[config.mk]
export PLATFORM = sky130hd
export DESIGN_NAME = call_control_sequencer
export DESIGN_NICKNAME = d
export VERILOG_FILES = /design/src/call_ctl_pkg.sv /design/src/call_control_sequencer.sv
export SDC_FILE = /design/constraint.sdc
export NUM_CORES = 1
export LEC_CHECK = 0
export ABC_AREA = 1
export BUFFER_PORTS_ARGS = -buffer_cell sky130_fd_sc_hd__buf_2
export CAP_MARGIN = 10
export CELL_PAD_IN_SITES_DETAIL_PLACEMENT = 1
export CELL_PAD_IN_SITES_GLOBAL_PLACEMENT = 1
export CORE_UTILIZATION = 44
export DETAILED_ROUTE_END_ITERATION = 7
export PLACE_DENSITY = 0.78
export SLEW_MARGIN = 20
export SYNTH_ARGS = -nofsm -noshare
export SYNTH_HDL_FRONTEND = slang
export SYNTH_SLANG_ARGS = --single-unit
[constraint.sdc]
create_clock -name mclk -period 1.95 [get_ports mclk]
set_input_delay 0.2925 -clock mclk [delete_from_list [all_inputs] [get_ports mclk]]
set_output_delay 0.2925 -clock mclk [all_outputs]
set_load 0.05 [all_outputs]
[src/call_ctl_pkg.sv]
// Constants, register map and carrier types for the call-control sequencer.
// Assumes a single 100 MHz clock shared by the bus and all sequencing logic.
package call_ctl_pkg;

  localparam int unsigned CLK_HZ = 100_000_000;
  localparam int unsigned SEND_SPACE_MS = 700;
  localparam int unsigned DEBOUNCE_US = 5000;
  localparam int unsigned SEND_SPACE_CYC =
    SEND_SPACE_MS * (CLK_HZ / 1000);
  localparam int unsigned DEBOUNCE_CYC = DEBOUNCE_US * (CLK_HZ / 1000000);
  localparam int unsigned TMR_W = 27;
  localparam int unsigned N_PINS = 10;

  localparam logic [3:0] CTRL_OFS = 4'h0;
  localparam logic [3:0] STATUS_OFS = 4'h4;
  localparam logic [7:0] CTRL_RST = 8'h02;

  localparam int unsigned CTRL_VARIANT2 = 0;
  localparam int unsigned CTRL_AUTO_EN = 1;
  localparam int unsigned CTRL_LOCAL = 2;
  localparam int unsigned CTRL_TEST = 3;
  localparam int unsigned CTRL_OOS = 4;

  localparam logic [1:0] RESP_OKAY = 2'h0;
  localparam logic [1:0] RESP_SLVERR = 2'h2;

  typedef struct packed {
    logic clear_key;
    logic answer_key;
    logic originate_key;
    logic restrain_signal;
    logic ring_detect;
    logic dc_break;
    logic copy_mode;
    logic low_paper;
    logic forms_busy;
    logic dialer_off_normal;
  } pins_t;

  typedef struct packed {
    logic restrain_lamp;
    logic break_release_lamp;
    logic clear_key_lamp;
    logic answer_key_lamp;
    logic originate_key_lamp;
  } lamps_t;

  typedef struct packed {
    logic off_hook;
    logic rx_break_normal;
    logic send_normal;
    logic ringer_en;
    logic speaker_en;
  } line_t;

endpackage
[src/call_control_sequencer.sv]
// Call-control sequencer: keys, lamps, data set relays and disconnect timer.
// Assumes pins are asynchronous to mclk; eot_code comes from mclk logic.
`timescale 1ns/1ps

// Notes on behaviour
// - Restrain lamp follows restrain; converter break lights both lamps.
// - Variant one: clear in answer or originate sets held break latch.
// - Break latch sets send space latch and clear lamp for 700 ms.
// - Variant two idles with break-normal and send-normal asserted.
// - Variant two clear sets break hold, then latches send hold.
// - Variant two clear lamp is send hold and off hook; timer drops hook.
// - Ringing asserts ring detect; answer follows by auto or by key.
// - Answer lamp lit whenever ring detect asserted, flashing with it.
// - Variant one: ring without copy mode sets held answer latch.
// - Variant one answer lamp lit by answer latch until send space.
// - Variant one: expiry of send space interval releases answer.
// - Variant two: ring without originate or copy asserts off hook.
// - Variant two: answer lamp dark on send hold; hook drops at expiry.
// - Auto answer barred by local, originate, test, paper, service, forms.
// - Ringer silent while out of service.
// - Answer key during forms or tabulation answers once it ends.
// - Variant one: answer key, no send space or originate, sets answer.
// - Variant two: answer key with send-normal, no originate: off hook.
// - Originate key ignored while in an answer condition.
// - Variant one originate latch; lamp and speaker until send space.
// - Variant two originate latch asserts off hook and holds with it.
// - Clear or end code: originate lamp and speaker off, then disconnect.
// - Dialer off-normal mutes the speaker.
module call_control_sequencer #(
  parameter int unsigned SEND_SPACE_CYCLES = call_ctl_pkg::SEND_SPACE_CYC,
  parameter int unsigned DEBOUNCE_CYCLES = call_ctl_pkg::DEBOUNCE_CYC
) (
  input wire logic mclk,
  input wire logic resetn,
  input wire call_ctl_pkg::pins_t pins,
  input wire logic eot_code,
  output call_ctl_pkg::lamps_t lamps,
  output call_ctl_pkg::line_t line,
  input wire logic [3:0] s_axi_awaddr,
  input wire logic s_axi_awvalid,
  output logic s_axi_awready,
  input wire logic [31:0] s_axi_wdata,
  input wire logic [3:0] s_axi_wstrb,
  input wire logic s_axi_wvalid,
  output logic s_axi_wready,
  output logic [1:0] s_axi_bresp,
  output logic s_axi_bvalid,
  input wire logic s_axi_bready,
  input wire logic [3:0] s_axi_araddr,
  input wire logic s_axi_arvalid,
  output logic s_axi_arready,
  output logic [31:0] s_axi_rdata,
  output logic [1:0] s_axi_rresp,
  output logic s_axi_rvalid,
  input wire logic s_axi_rready
);
  import call_ctl_pkg::*;

  localparam logic [TMR_W-1:0] SS_LAST = TMR_W'(SEND_SPACE_CYCLES - 1);
  localparam logic [TMR_W-1:0] DB_LAST = TMR_W'(DEBOUNCE_CYCLES - 1);

  // Pin conditioning
  logic [N_PINS-1:0] raw;
  logic [N_PINS-1:0] clean;
  pins_t p;

  assign raw = pins;
  assign p = clean;

  genvar gi;
  generate
    for (gi = 0; gi < N_PINS; gi++) begin : g_pin
      logic s1_r;
      logic s2_r;
      logic s3_r;
      logic db_r;
      logic [TMR_W-1:0] cnt_r;
      always_ff @(posedge mclk) begin
        if (!resetn) begin
          s1_r <= 1'b0;
          s2_r <= 1'b0;
          s3_r <= 1'b0;
        end else begin
          s1_r <= raw[gi];
          s2_r <= s1_r;
          s3_r <= s2_r;
        end
      end
      // Contact bounce must stay quiet for the whole window to count
      always_ff @(posedge mclk) begin
        if (!resetn) begin
          db_r <= 1'b0;
          cnt_r <= '0;
        end else if (s2_r != s3_r || s3_r == db_r) begin
          cnt_r <= '0;
        end else if (cnt_r == DB_LAST) begin
          db_r <= s3_r;
          cnt_r <= '0;
        end else begin
          cnt_r <= cnt_r + TMR_W'(1);
        end
      end
      assign clean[gi] = db_r;
    end
  endgenerate

  // Control register
  logic [7:0] ctrl_r;
  logic var2;
  logic auto_en;
  logic local_mode;
  logic test_mode;
  logic oos;

  assign var2 = ctrl_r[CTRL_VARIANT2];
  assign auto_en = ctrl_r[CTRL_AUTO_EN];
  assign local_mode = ctrl_r[CTRL_LOCAL];
  assign test_mode = ctrl_r[CTRL_TEST];
  assign oos = ctrl_r[CTRL_OOS];

  // Sequencing state
  logic answer_latch_r;
  logic originate_latch_r;
  logic rx_break_latch_r;
  logic send_space_latch_r;
  logic rx_break_hold_r;
  logic send_space_hold_r;
  logic off_hook_r;
  logic orig2_r;
  logic answer_pending_r;
  logic [TMR_W-1:0] tmr_r;
  logic tmr_run;
  logic expired;
  logic auto_ok;
  logic ring_go;
  logic v1_mode;
  logic rbn;
  logic snorm;

  assign rbn = !rx_break_hold_r;
  assign snorm = !send_space_hold_r;
  // Each inhibit is explicit: copy, local, test, originate, paper, service, forms
  assign auto_ok = auto_en && !p.copy_mode && !local_mode && !test_mode &&
    !originate_latch_r && !p.low_paper && !oos && !p.forms_busy;
  assign ring_go = (p.ring_detect && auto_ok) ||
    (answer_pending_r && !p.forms_busy);
  assign v1_mode = answer_latch_r || originate_latch_r;
  assign tmr_run = var2 ? (send_space_hold_r && off_hook_r)
                        : send_space_latch_r;
  assign expired = tmr_run && (tmr_r == SS_LAST);

  // One interval timer serves both variants' disconnect
  always_ff @(posedge mclk) begin
    if (!resetn || !tmr_run || expired) begin
      tmr_r <= '0;
    end else begin
      tmr_r <= tmr_r + TMR_W'(1);
    end
  end

  always_ff @(posedge mclk) begin
    if (!resetn) begin
      answer_pending_r <= 1'b0;
    end else if (p.answer_key && p.forms_busy && !oos) begin
      answer_pending_r <= 1'b1;
    end else if (!p.forms_busy) begin
      answer_pending_r <= 1'b0;
    end
  end

  // First variant latches
  always_ff @(posedge mclk) begin
    if (!resetn || var2) begin
      answer_latch_r <= 1'b0;
      originate_latch_r <= 1'b0;
      rx_break_latch_r <= 1'b0;
      send_space_latch_r <= 1'b0;
    end else begin
      if (expired) begin
        answer_latch_r <= 1'b0;
      end else if ((ring_go && !p.copy_mode) || answer_latch_r) begin
        answer_latch_r <= 1'b1;
      end else if (p.answer_key && !send_space_latch_r &&
                   !originate_latch_r && !p.forms_busy) begin
        answer_latch_r <= 1'b1;
      end
      if (expired || answer_latch_r) begin
        originate_latch_r <= 1'b0;
      end else if (originate_latch_r ||
                   (p.originate_key && !send_space_latch_r)) begin
        originate_latch_r <= 1'b1;
      end
      rx_break_latch_r <= v1_mode &&
        (p.clear_key || rx_break_latch_r);
      if (expired) begin
        send_space_latch_r <= 1'b0;
      end else if (v1_mode && (rx_break_latch_r || eot_code ||
                               send_space_latch_r)) begin
        send_space_latch_r <= 1'b1;
      end
    end
  end

  // Second variant relays
  always_ff @(posedge mclk) begin
    if (!resetn || !var2) begin
      rx_break_hold_r <= 1'b0;
      send_space_hold_r <= 1'b0;
      off_hook_r <= 1'b0;
    end else begin
      if (expired) begin
        off_hook_r <= 1'b0;
      end else if (off_hook_r || orig2_r) begin
        off_hook_r <= 1'b1;
      end else if (ring_go && !p.copy_mode) begin
        off_hook_r <= 1'b1;
      end else if (p.answer_key && snorm && !p.forms_busy) begin
        off_hook_r <= 1'b1;
      end
      rx_break_hold_r <= (off_hook_r || p.clear_key) &&
        ((p.clear_key && rbn) || rx_break_hold_r);
      send_space_hold_r <= off_hook_r && !expired &&
        ((p.clear_key && !rbn) || eot_code ||
         send_space_hold_r);
    end
  end

  // Second variant originate latch, held through off hook
  always_ff @(posedge mclk) begin
    if (!resetn || !var2) begin
      orig2_r <= 1'b0;
    end else if (expired) begin
      orig2_r <= 1'b0;
    end else if (p.originate_key && snorm && !off_hook_r) begin
      orig2_r <= 1'b1;
    end else begin
      orig2_r <= orig2_r && off_hook_r;
    end
  end

  logic originate_key_lamp_any;
  assign originate_key_lamp_any = var2 ? orig2_r : originate_latch_r;

  // Registered outputs
  lamps_t lamps_nxt;
  line_t line_nxt;

  always_comb begin
    lamps_nxt.restrain_lamp = p.restrain_signal || p.dc_break;
    lamps_nxt.break_release_lamp = p.dc_break ||
      (var2 ? (rx_break_hold_r && snorm)
            : (rx_break_latch_r && !send_space_latch_r));
    lamps_nxt.clear_key_lamp = var2 ? (send_space_hold_r && off_hook_r)
                                    : send_space_latch_r;
    lamps_nxt.answer_key_lamp = p.ring_detect ||
      (var2 ? (off_hook_r && !orig2_r && snorm)
            : (answer_latch_r && !send_space_latch_r));
    lamps_nxt.originate_key_lamp = var2
      ? (orig2_r && off_hook_r && snorm)
      : (originate_latch_r && !send_space_latch_r);
    line_nxt.off_hook = var2 ? off_hook_r
                             : (answer_latch_r || originate_latch_r);
    line_nxt.rx_break_normal = var2 && rbn;
    line_nxt.send_normal = var2 && snorm;
    line_nxt.ringer_en = p.ring_detect && !oos &&
      !line_nxt.off_hook;
    line_nxt.speaker_en = lamps_nxt.originate_key_lamp &&
      !p.dialer_off_normal;
  end

  always_ff @(posedge mclk) begin
    if (!resetn) begin
      lamps <= '0;
      line <= '0;
    end else begin
      lamps <= lamps_nxt;
      line <= line_nxt;
    end
  end

  // AXI4-Lite write side: address and data taken in either order
  logic aw_full_r;
  logic w_full_r;
  logic [3:0] awaddr_r;
  logic [31:0] wdata_r;
  logic [3:0] wstrb_r;

  assign s_axi_awready = !aw_full_r && !s_axi_bvalid;
  assign s_axi_wready = !w_full_r && !s_axi_bvalid;

  always_ff @(posedge mclk) begin
    if (!resetn) begin
      aw_full_r <= 1'b0;
      w_full_r <= 1'b0;
      awaddr_r <= '0;
      wdata_r <= '0;
      wstrb_r <= '0;
      s_axi_bvalid <= 1'b0;
      s_axi_bresp <= RESP_OKAY;
      ctrl_r <= CTRL_RST;
    end else begin
      if (s_axi_awvalid && s_axi_awready) begin
        aw_full_r <= 1'b1;
        awaddr_r <= s_axi_awaddr;
      end
      if (s_axi_wvalid && s_axi_wready) begin
        w_full_r <= 1'b1;
        wdata_r <= s_axi_wdata;
        wstrb_r <= s_axi_wstrb;
      end
      if (aw_full_r && w_full_r && !s_axi_bvalid) begin
        aw_full_r <= 1'b0;
        w_full_r <= 1'b0;
        s_axi_bvalid <= 1'b1;
        if (awaddr_r[3:2] == CTRL_OFS[3:2]) begin
          s_axi_bresp <= RESP_OKAY;
          if (wstrb_r[0]) begin
            ctrl_r <= {3'h0, wdata_r[4:0]};
          end
        end else if (awaddr_r[3:2] == STATUS_OFS[3:2]) begin
          s_axi_bresp <= RESP_OKAY;
        end else begin
          s_axi_bresp <= RESP_SLVERR;
        end
      end else if (s_axi_bvalid && s_axi_bready) begin
        s_axi_bvalid <= 1'b0;
      end
    end
  end

  // AXI4-Lite read side
  logic [31:0] status_word;
  assign status_word = {20'h00000, tmr_run, answer_pending_r,
    off_hook_r, send_space_hold_r, rx_break_hold_r, originate_key_lamp_any,
    send_space_latch_r, rx_break_latch_r, answer_latch_r,
    line.off_hook, line.ringer_en, p.ring_detect};
  assign s_axi_arready = !s_axi_rvalid;

  always_ff @(posedge mclk) begin
    if (!resetn) begin
      s_axi_rvalid <= 1'b0;
      s_axi_rdata <= '0;
      s_axi_rresp <= RESP_OKAY;
    end else if (s_axi_arvalid && s_axi_arready) begin
      s_axi_rvalid <= 1'b1;
      if (s_axi_araddr[3:2] == CTRL_OFS[3:2]) begin
        s_axi_rdata <= {24'h000000, ctrl_r};
        s_axi_rresp <= RESP_OKAY;
      end else if (s_axi_araddr[3:2] == STATUS_OFS[3:2]) begin
        s_axi_rdata <= status_word;
        s_axi_rresp <= RESP_OKAY;
      end else begin
        s_axi_rdata <= '0;
        s_axi_rresp <= RESP_SLVERR;
      end
    end else if (s_axi_rvalid && s_axi_rready) begin
      s_axi_rvalid <= 1'b0;
    end
  end

endmodule

==> key figures, run 1 <==
Power
  – Sw Ratio: 22.29%
  – Combinational group share of total power: 2.9%
  – PD cells: 773.3 mW/mm^2
  – Pleak: 7.546 nW
  – Psw: 3.934 mW
  – Worst vdd rail ir drop: 673.8 uV
  – P_int: 13.71 mW
  – Clock power share: 51.8%
  – Reg power frac: 45.4%

Setup path
  – Worst R2R Path Depth: 8
  – Slowest cell on crit path: dfxtp_1
  – Startpoint Class: flop
  – Crit path max-delay family: flip-flops
  – Cell Chain, Critical Path: nor2_1 -> buf_2
  – Critical Path End Type: output pin
  – Crit path buffers/inverters: 1
  – Crit. path cell count: 2
  – Critical path class: flop to output pin
  – CP required: 1.66 ns
  – Worst path arrival time: 1.54 ns
  – Critical Path Fanout Max: 5
  – Worst path max stage delay: 0.38 ns
  – R2r setup slk: 0.17 ns

Min path
  – Hold WC Path Type: input port to flop
  – Hold Path Cell Cnt: 4

Placed design
  – Routability cong.: 0.9054
  – Placed cell count: 3724
  – Post-DP HPWL: 43880 um
  – Port bufs: 56

Timing
  – Period utilization: 93.91%
  – Hold Vio Cnt, Final: 0
  – Fmax: 0.5461 GHz
  – Final setup vio count: 0
  – TNS Setup: 0 ns
  – Slew Limit Fails: 0
  – Clk_skew: 0.01674 ns
  – Unrepaired setup endpoints after global routing: no
  – Min cycle time layout: 1.831 ns

GRT
  – Largest net degree at the start of global routing: 28
  – Initial antenna violation count: 0
  – Global-route wire length before repair: 96980 um
  – Total global-route track usage: 24.99%
  – Total gr overflow: 0
  – Vias in the first global route: 20550

Finish
  – Layout cells sized above 1: 8.382%
  – Core Util, Final: 51.16%
  – FF/Latch Area: 0.007747 mm^2
  – Multi-input gate area: 0.01066 mm^2
  – Final #Nets: 3270
  – ANT cells: 0
  – Filler cells: 6016
  – P&R area growth vs syn: 13.53%
  – Non-filler cells, final: 3825

Floorplan
  – Die Width: 215.7 um
  – Cell row count: 77
  – Ports: 113
  – Core Footprint: 0.04461 mm^2
  – Die Span Y: 215.7 um
  – Die area: 0.04654 mm^2
  – Initial core utilization: 45.06%

Route
  – WL per Instance: 15.06 um
  – First drt pass iteration count: 5
  – Post-DR vias/cell: 5.044
  – DRC viols: 0
  – Detailed router's first-iteration violation count: 843
  – Post-Route WL: 57590 um
  – Post-DRT Antenna Nets: 0
  – Via count: 19290

Synthesis
  – Synthesized flop and latch total: 387
  – Yosys cell types: 47
  – Sequential fraction of the synthesis area: 38.54%
  – Ys flop type: dfxtp_1
  – Mapped Cells: 3079
  – Ys async rst share: 0%
  – Synthesis Warnings: 0
  – Avg Cell Area, Syn: 6.529 um^2
  – Post-synth EDFFs: 0
  – Mapped Area: 0.02010 mm^2

Clock tree
  – Clock root buffer master: clkbuf_16
  – Clk slew on worst S/H paths: 0.05 ns
  – H-Tree Depth: 2
  – Post-CTS Setup Bufs: 0
  – CTS tree: yes
  – CTS Buf Count: 47
  – Worst-case clock buffer depth: 3
  – Worst-Skew Late Latency: 0.58 ns
  – CTS sink cnt: 387

Flow run
  – Max Cap Violations: 0

Run status
  – Outcome: finished, final reports clean
## worst min-delay path, cell delays in order
cell and delay, ns:
buf_2 0.10, inv_1 0.05, nand2_1 0.05, a21oi_1 0.05
## layout make-up
type | count | share of cell area [%]
flip-flops and latches | 387 | 33.95
multi-input cells | 2310 | 46.69
inverters | 343 | 5.647
clock buffers | 63 | 5.724
clock inverters | 22 | 1.288
repair buffers | 108 | 3.454
well taps | 592 | 3.246
## timing repair
item | CTS | global route
gates resized for setup | 0 | 1
hold buffers | 16 | 0
setup endpoints to repair | 0 | 10
hold endpoints to repair | 16 | 0
## state kept, by name (all words and copies together) (netlist names), 2 cells and up, named ones only
signal,count
g_pin.db_r,10
g_pin.s2_r,10
line,5
ctrl_r,5
tmr_r,27
g_pin.s1_r,10
g_pin.cnt_r,270
awaddr_r,2
lamps,5
s_axi_rdata,12
g_pin.s3_r,10
wdata_r,5
## per-stage QoR
step | setup slack, ns | hold slack (ns) | instance area (um^2) | power [mW]
after global routing | 0.003436 | 0.02114 | 22820 | 18.22
after global placement | 0.2333 | 0.3930 | 21050 | 8.643
after detailed placement | 0.1356 | 0.4105 | 21050 | 8.659
after floorplan | 0.04134 | 0.3901 | 20180 | 8.546
after CTS | 0.06441 | 0.001982 | 22810 | 17.90
final | 0.1188 | 0.02401 | 22820 | 17.65
## path summary, 6_finish.rpt
path	startpoint	to
setup / recovery	s_axi_bvalid$_SDFFE_PN0P_	s_axi_awready
hold reg to reg	g_pin[8].s1_r$_SDFF_PN0_	g_pin[8].s2_r$_SDFF_PN0_
setup reg to reg	tmr_r[1]$_SDFF_PP0_	tmr_r[20]$_SDFF_PP0_
hold / removal	s_axi_bready	s_axi_bvalid$_SDFFE_PN0P_
## synthesized netlist by cell type (4+ instances only)
| cell type | count | area share (%) |
|---|---|---|
| nor2_2 | 34 | 1.1 |
| buf_6 | 14 | 0.78 |
| or2_0 | 8 | 0.25 |
| nand3_4 | 4 | 0.35 |
| ha_1 | 11 | 0.68 |
| nor2_4 | 10 | 0.56 |
| o21ai_0 | 34 | 0.85 |
| nand2_2 | 6 | 0.19 |
| inv_1 | 338 | 6.3 |
| nor3_1 | 18 | 0.45 |
| dfxtp_1 | 387 | 39 |
| nand2_1 | 897 | 17 |
| clkbuf_1 | 7 | 0.13 |
| a31oi_1 | 6 | 0.19 |
| nor2_1 | 679 | 13 |
| buf_4 | 30 | 1.1 |
| inv_2 | 4 | 0.075 |
| nand4_1 | 34 | 1.1 |
| or2_2 | 7 | 0.22 |
| nand3b_1 | 49 | 1.8 |
| a22oi_1 | 5 | 0.19 |
| xor2_1 | 72 | 3.1 |
| xnor2_1 | 45 | 2.0 |
| a21oi_2 | 22 | 0.96 |
| nand3_2 | 13 | 0.65 |
| nand3_1 | 159 | 4.0 |
| a21oi_1 | 152 | 3.8 |
## metal layers
metal  part of all wire, %  GRT usage [%]  vias to the layer above  wire length (um)
li1                      -              -                     9757                 -
met1                    45          29.38                     9235             25680
met2                    50          45.81                      204             28640
met3                   3.0          3.524                       96              1719
met4                   2.7          9.007                        0              1553
met5                     0              0                        -                 0
## logic make-up after synthesis
logic type,after synthesis,share of synthesized area [%]
AND/OR/NAND/NOR,1932,40.48
buffers and inverters,403,8.882
flip-flops,387,38.54
AO/OA/AOI/OAI,228,6.299
XOR/XNOR,117,5.098
adder cells (fa/ha/maj),11,0.6847
other,1,0.01866
## power by group through the flow
stage	Clock, mW	Combinational [mW]	Sequential, mW
6_report	9.14	0.505	8.00
5_1_grt	9.67	0.546	8.01
4_1_cts	9.39	0.510	8.00
3_5_place_dp	0	0.481	8.18
3_3_place_gp	0	0.468	8.17
2_1_floorplan	0	0.354	8.19
## cells in the final DEF (no fill, tap or decap), types with 7 or more instances in the layout
master         Yosys  routed
clkbuf_8           0       7
clkinv_2           1      13
o21ai_0           34      34
a21oi_2           22      22
nand2_1          897     897
conb_1             1      22
ha_1              11      11
nand4_1           34      34
bufinv_16          0       7
buf_2              3      55
clkbuf_1           7       9
nor2_4            10      10
a21oi_1          152     152
dlygate4sd3_1      0      16
nand3_1          159     159
xor2_1            72      72
nand3b_1          49      49
dfxtp_1          387     387
buf_4             30      31
clkbuf_16          0      47
or2_2              7       7
nand3_2           13      13
or2_0              8       8
inv_1            338     338
nor3_1            18      18
xnor2_1           45      45
nor2_2            34      34
nor2_1           679     679
Note: power is estimated with default switching activity, not from simulation.
==> inputs of run 2 (changes only) <==
--- a/config.mk
+++ b/config.mk
@@ -5,14 +5,13 @@
 export SDC_FILE = /design/constraint.sdc
 export NUM_CORES = 1
 export LEC_CHECK = 0
-export ABC_AREA = 1
 export BUFFER_PORTS_ARGS = -buffer_cell sky130_fd_sc_hd__buf_2
 export CAP_MARGIN = 10
 export CELL_PAD_IN_SITES_DETAIL_PLACEMENT = 1
 export CELL_PAD_IN_SITES_GLOBAL_PLACEMENT = 1
-export CORE_UTILIZATION = 44
+export CORE_UTILIZATION = 46
 export DETAILED_ROUTE_END_ITERATION = 7
-export PLACE_DENSITY = 0.78
+export PLACE_DENSITY_LB_ADDON = 0.05
 export SLEW_MARGIN = 20
 export SYNTH_ARGS = -nofsm -noshare
 export SYNTH_HDL_FRONTEND = slang
==> run 2 against run 1 <==
Net effect:
- clock power is 5.1% lower
- first-iteration DRC count decreased by 25%
- via count fell by 18%
- critical endpoint is now g_pin[9].cnt_r[24]$_SDFF_PP0_
- total power fell by 3.5%
- largest power group unchanged
==> key figures, run 2 <==
Run status
  – Outcome: finished, final reports clean

Clock tree
  – CTS tree: yes
  – Worst-case clock buffer depth: 3
  – Clock root buffer master: clkbuf_16
  – CTS sink cnt: 387
  – Worst-Skew Late Latency: 0.57 ns
  – CTS Buf Count: 43
  – Clk slew on worst S/H paths: 0.06 ns
  – H-Tree Depth: 2

Placed design
  – Post-DP HPWL: 32720 um
  – Port bufs: 56
  – Area after DPL: 0.01940 mm^2
  – Dpl ws: -0.09136 ns
  – Routability cong.: 0.8322
  – Placed cell count: 2676

Synthesis
  – Synth top cells by count: dfxtp_1 (387), nor2_1 (213), a21oi_1 (134)
  – Avg Cell Area, Syn: 8.650 um^2
  – Synthesis Warnings: 0
  – Count leader, synth: dfxtp_1
  – Ys flop type: dfxtp_1
  – Ys async rst share: 0%
  – Synthesized flop and latch total: 387
  – Mapped Cells: 2010
  – Synth area leader: dfxtp_1
  – Sequential fraction of the synthesis area: 44.56%
  – Synth top area cells: dfxtp_1 (45%), nor2_1 (4.6%), xnor2_1 (4.3%)
  – Area fraction of the dominant cell type after synthesis: 44.56%
  – Mapped Area: 0.01739 mm^2
  – Yosys cell types: 62
  – Post-synth EDFFs: 0

Route
  – First drt pass iteration count: 5
  – Post-Route WL: 46850 um
  – DRC viols: 0
  – Met1 Routed Length: 21280 um
  – Detailed router's first-iteration violation count: 635
  – Routed met2 length: 23200 um
  – Via count: 15800
  – DR top layer: met4
  – Post-DR vias/cell: 5.681
  – Post-DRT Antenna Nets: 0
  – WL met3: 1334 um
  – WL per Instance: 16.84 um

Timing
  – Slew Limit Fails: 0
  – Min Hold Slack: 0.04812 ns
  – Unrepaired setup endpoints after global routing: yes
  – Final WS setup: 0.04217 ns
  – Period utilization: 97.84%
  – Clk_skew: 0.01769 ns
  – Final setup vio count: 0
  – Fmax: 0.5242 GHz
  – TNS Setup: 0 ns
  – Min cycle time layout: 1.908 ns
  – Hold Vio Cnt, Final: 0

Setup path
  – CP required: 2.44 ns
  – Critical Path Fanout Max: 5
  – Worst path arrival time: 2.40 ns
  – Startpoint Class: flop
  – Critical Path End Type: flop
  – Critical path class: flop to flop
  – R2r setup slk: 0.04 ns

Finish
  – Largest register FFs: 270
  – P&R area growth vs syn: 22.95%
  – Final #Nets: 2317
  – Non-filler cells, final: 2781
  – Largest regs: g_pin.cnt_r x270, tmr_r x27, s_axi_rdata x12
  – Largest reg by FF count: g_pin.cnt_r
  – Layout cells sized above 1: 18.41%
  – Most frequent cells in the layout: dfxtp_1 (369), nor2_1 (213), buf_4 (186), a21oi_1 (128), nand2_1 (125)
  – Final design instance area without fill: 0.02138 mm^2
  – Commonest non-fill, non-tap cell in the layout: dfxtp_1

GRT
  – Initial antenna violation count: 1
  – Vias in the first global route: 16120
  – Largest net degree at the start of global routing: 29
  – Global-route wire length before repair: 77880 um
  – Total gr overflow: 0
  – Total global-route track usage: 24.21%

Floorplan
  – Initial core utilization: 47.15%
  – Ports: 113
  – Die Width: 196.4 um
  – Core Footprint: 0.03687 mm^2
  – Die area: 0.03858 mm^2
  – Die Span Y: 196.4 um
  – Cell row count: 70

Power
  – Pleak: 6.929 nW
  – Worst vdd rail ir drop: 707.3 uV
  – PD cells: 796.7 mW/mm^2

Min path
  – Hold WC Path Type: input port to flop

Flow run
  – Max Cap Violations: 0
run 2: worst paths after layout:
path | startpoint | end | depth (start not counted)
setup / recovery | g_pin[9].cnt_r[1]$_SDFF_PP0_ | g_pin[9].cnt_r[24]$_SDFF_PP0_ | 5
hold reg to reg | g_pin[3].s1_r$_SDFF_PN0_ | g_pin[3].s2_r$_SDFF_PN0_ | 1
hold / removal | s_axi_araddr[3] | s_axi_rresp[1]$_SDFFE_PN0P_ | 3
setup reg to reg | g_pin[9].cnt_r[1]$_SDFF_PP0_ | g_pin[9].cnt_r[24]$_SDFF_PP0_ | 5
run 2: report_power, final:
| group | internal [mW] | total, mW | switching, mW |
|---|---|---|---|
| logic | 0.114 | 0.384 | 0.270 |
| registers | 7.95 | 7.98 | 0.0285 |
| clock network | 5.34 | 8.67 | 3.33 |
run 2: logic make-up (layout without fill, tap and decap cells):
logic type,Yosys count,after routing,share of synthesized area (%)
simple gates,944,945,30.00
flops,387,387,44.56
compound gates,349,349,12.35
buf+inv,160,404,4.138
xor+xnor,138,138,6.952
mux,20,20,1.187
fa+ha+maj,11,11,0.7916
other cells,1,23,0.02157
run 2: worst max-delay path, cell delays in order, from the launching register on:
cell,delay (ns)
dfxtp_2,0.35
ha_4,0.13
nand4_1,0.11
or4_4,0.61
or4_4,0.50
a21oi_1,0.14
run 2: layout make-up:
cell class | instances | area [um^2]
inverter | 54 | 202.7
fill | 4300 | 15500
clock buffer | 60 | 1272
sequential | 387 | 7777
tap | 504 | 630.6
antenna | 1 | 2.502
clock inverter | 17 | 244.0
timing repair buffer | 273 | 2064
multi-input combinational | 1485 | 9183
run 2: per-stage QoR:
stage / total power [mW] / util, %
2_1_floorplan: 8.424 / -
3_3_place_gp: 8.501 / 52.61
3_5_place_dp: 8.511 / 52.61
4_1_cts: 17.27 / 57.21
5_1_grt: 17.59 / 57.97
6_report: 17.03 / 57.97
run 2: what timing repair did:
action / 4_1_cts / 5_1_grt
gates cloned: 0 / 2
endpoints found under the hold margin: 16 / 0
resized for setup: 3 / 61
hold buffers: 16 / 0
pin swaps: 2 / 23
setup endpoints to repair: 9 / 86
setup buffers: 1 / 8
run 2: routing by layer:
| metal | vias to the layer above | track usage (%) |
|---|---|---|
| li1 | 7823 | - |
| met3 | 69 | 3.183 |
| met1 | 7747 | 30.47 |
| met2 | 161 | 42.75 |
| met4 | 0 | 7.697 |
| met5 | - | 0 |
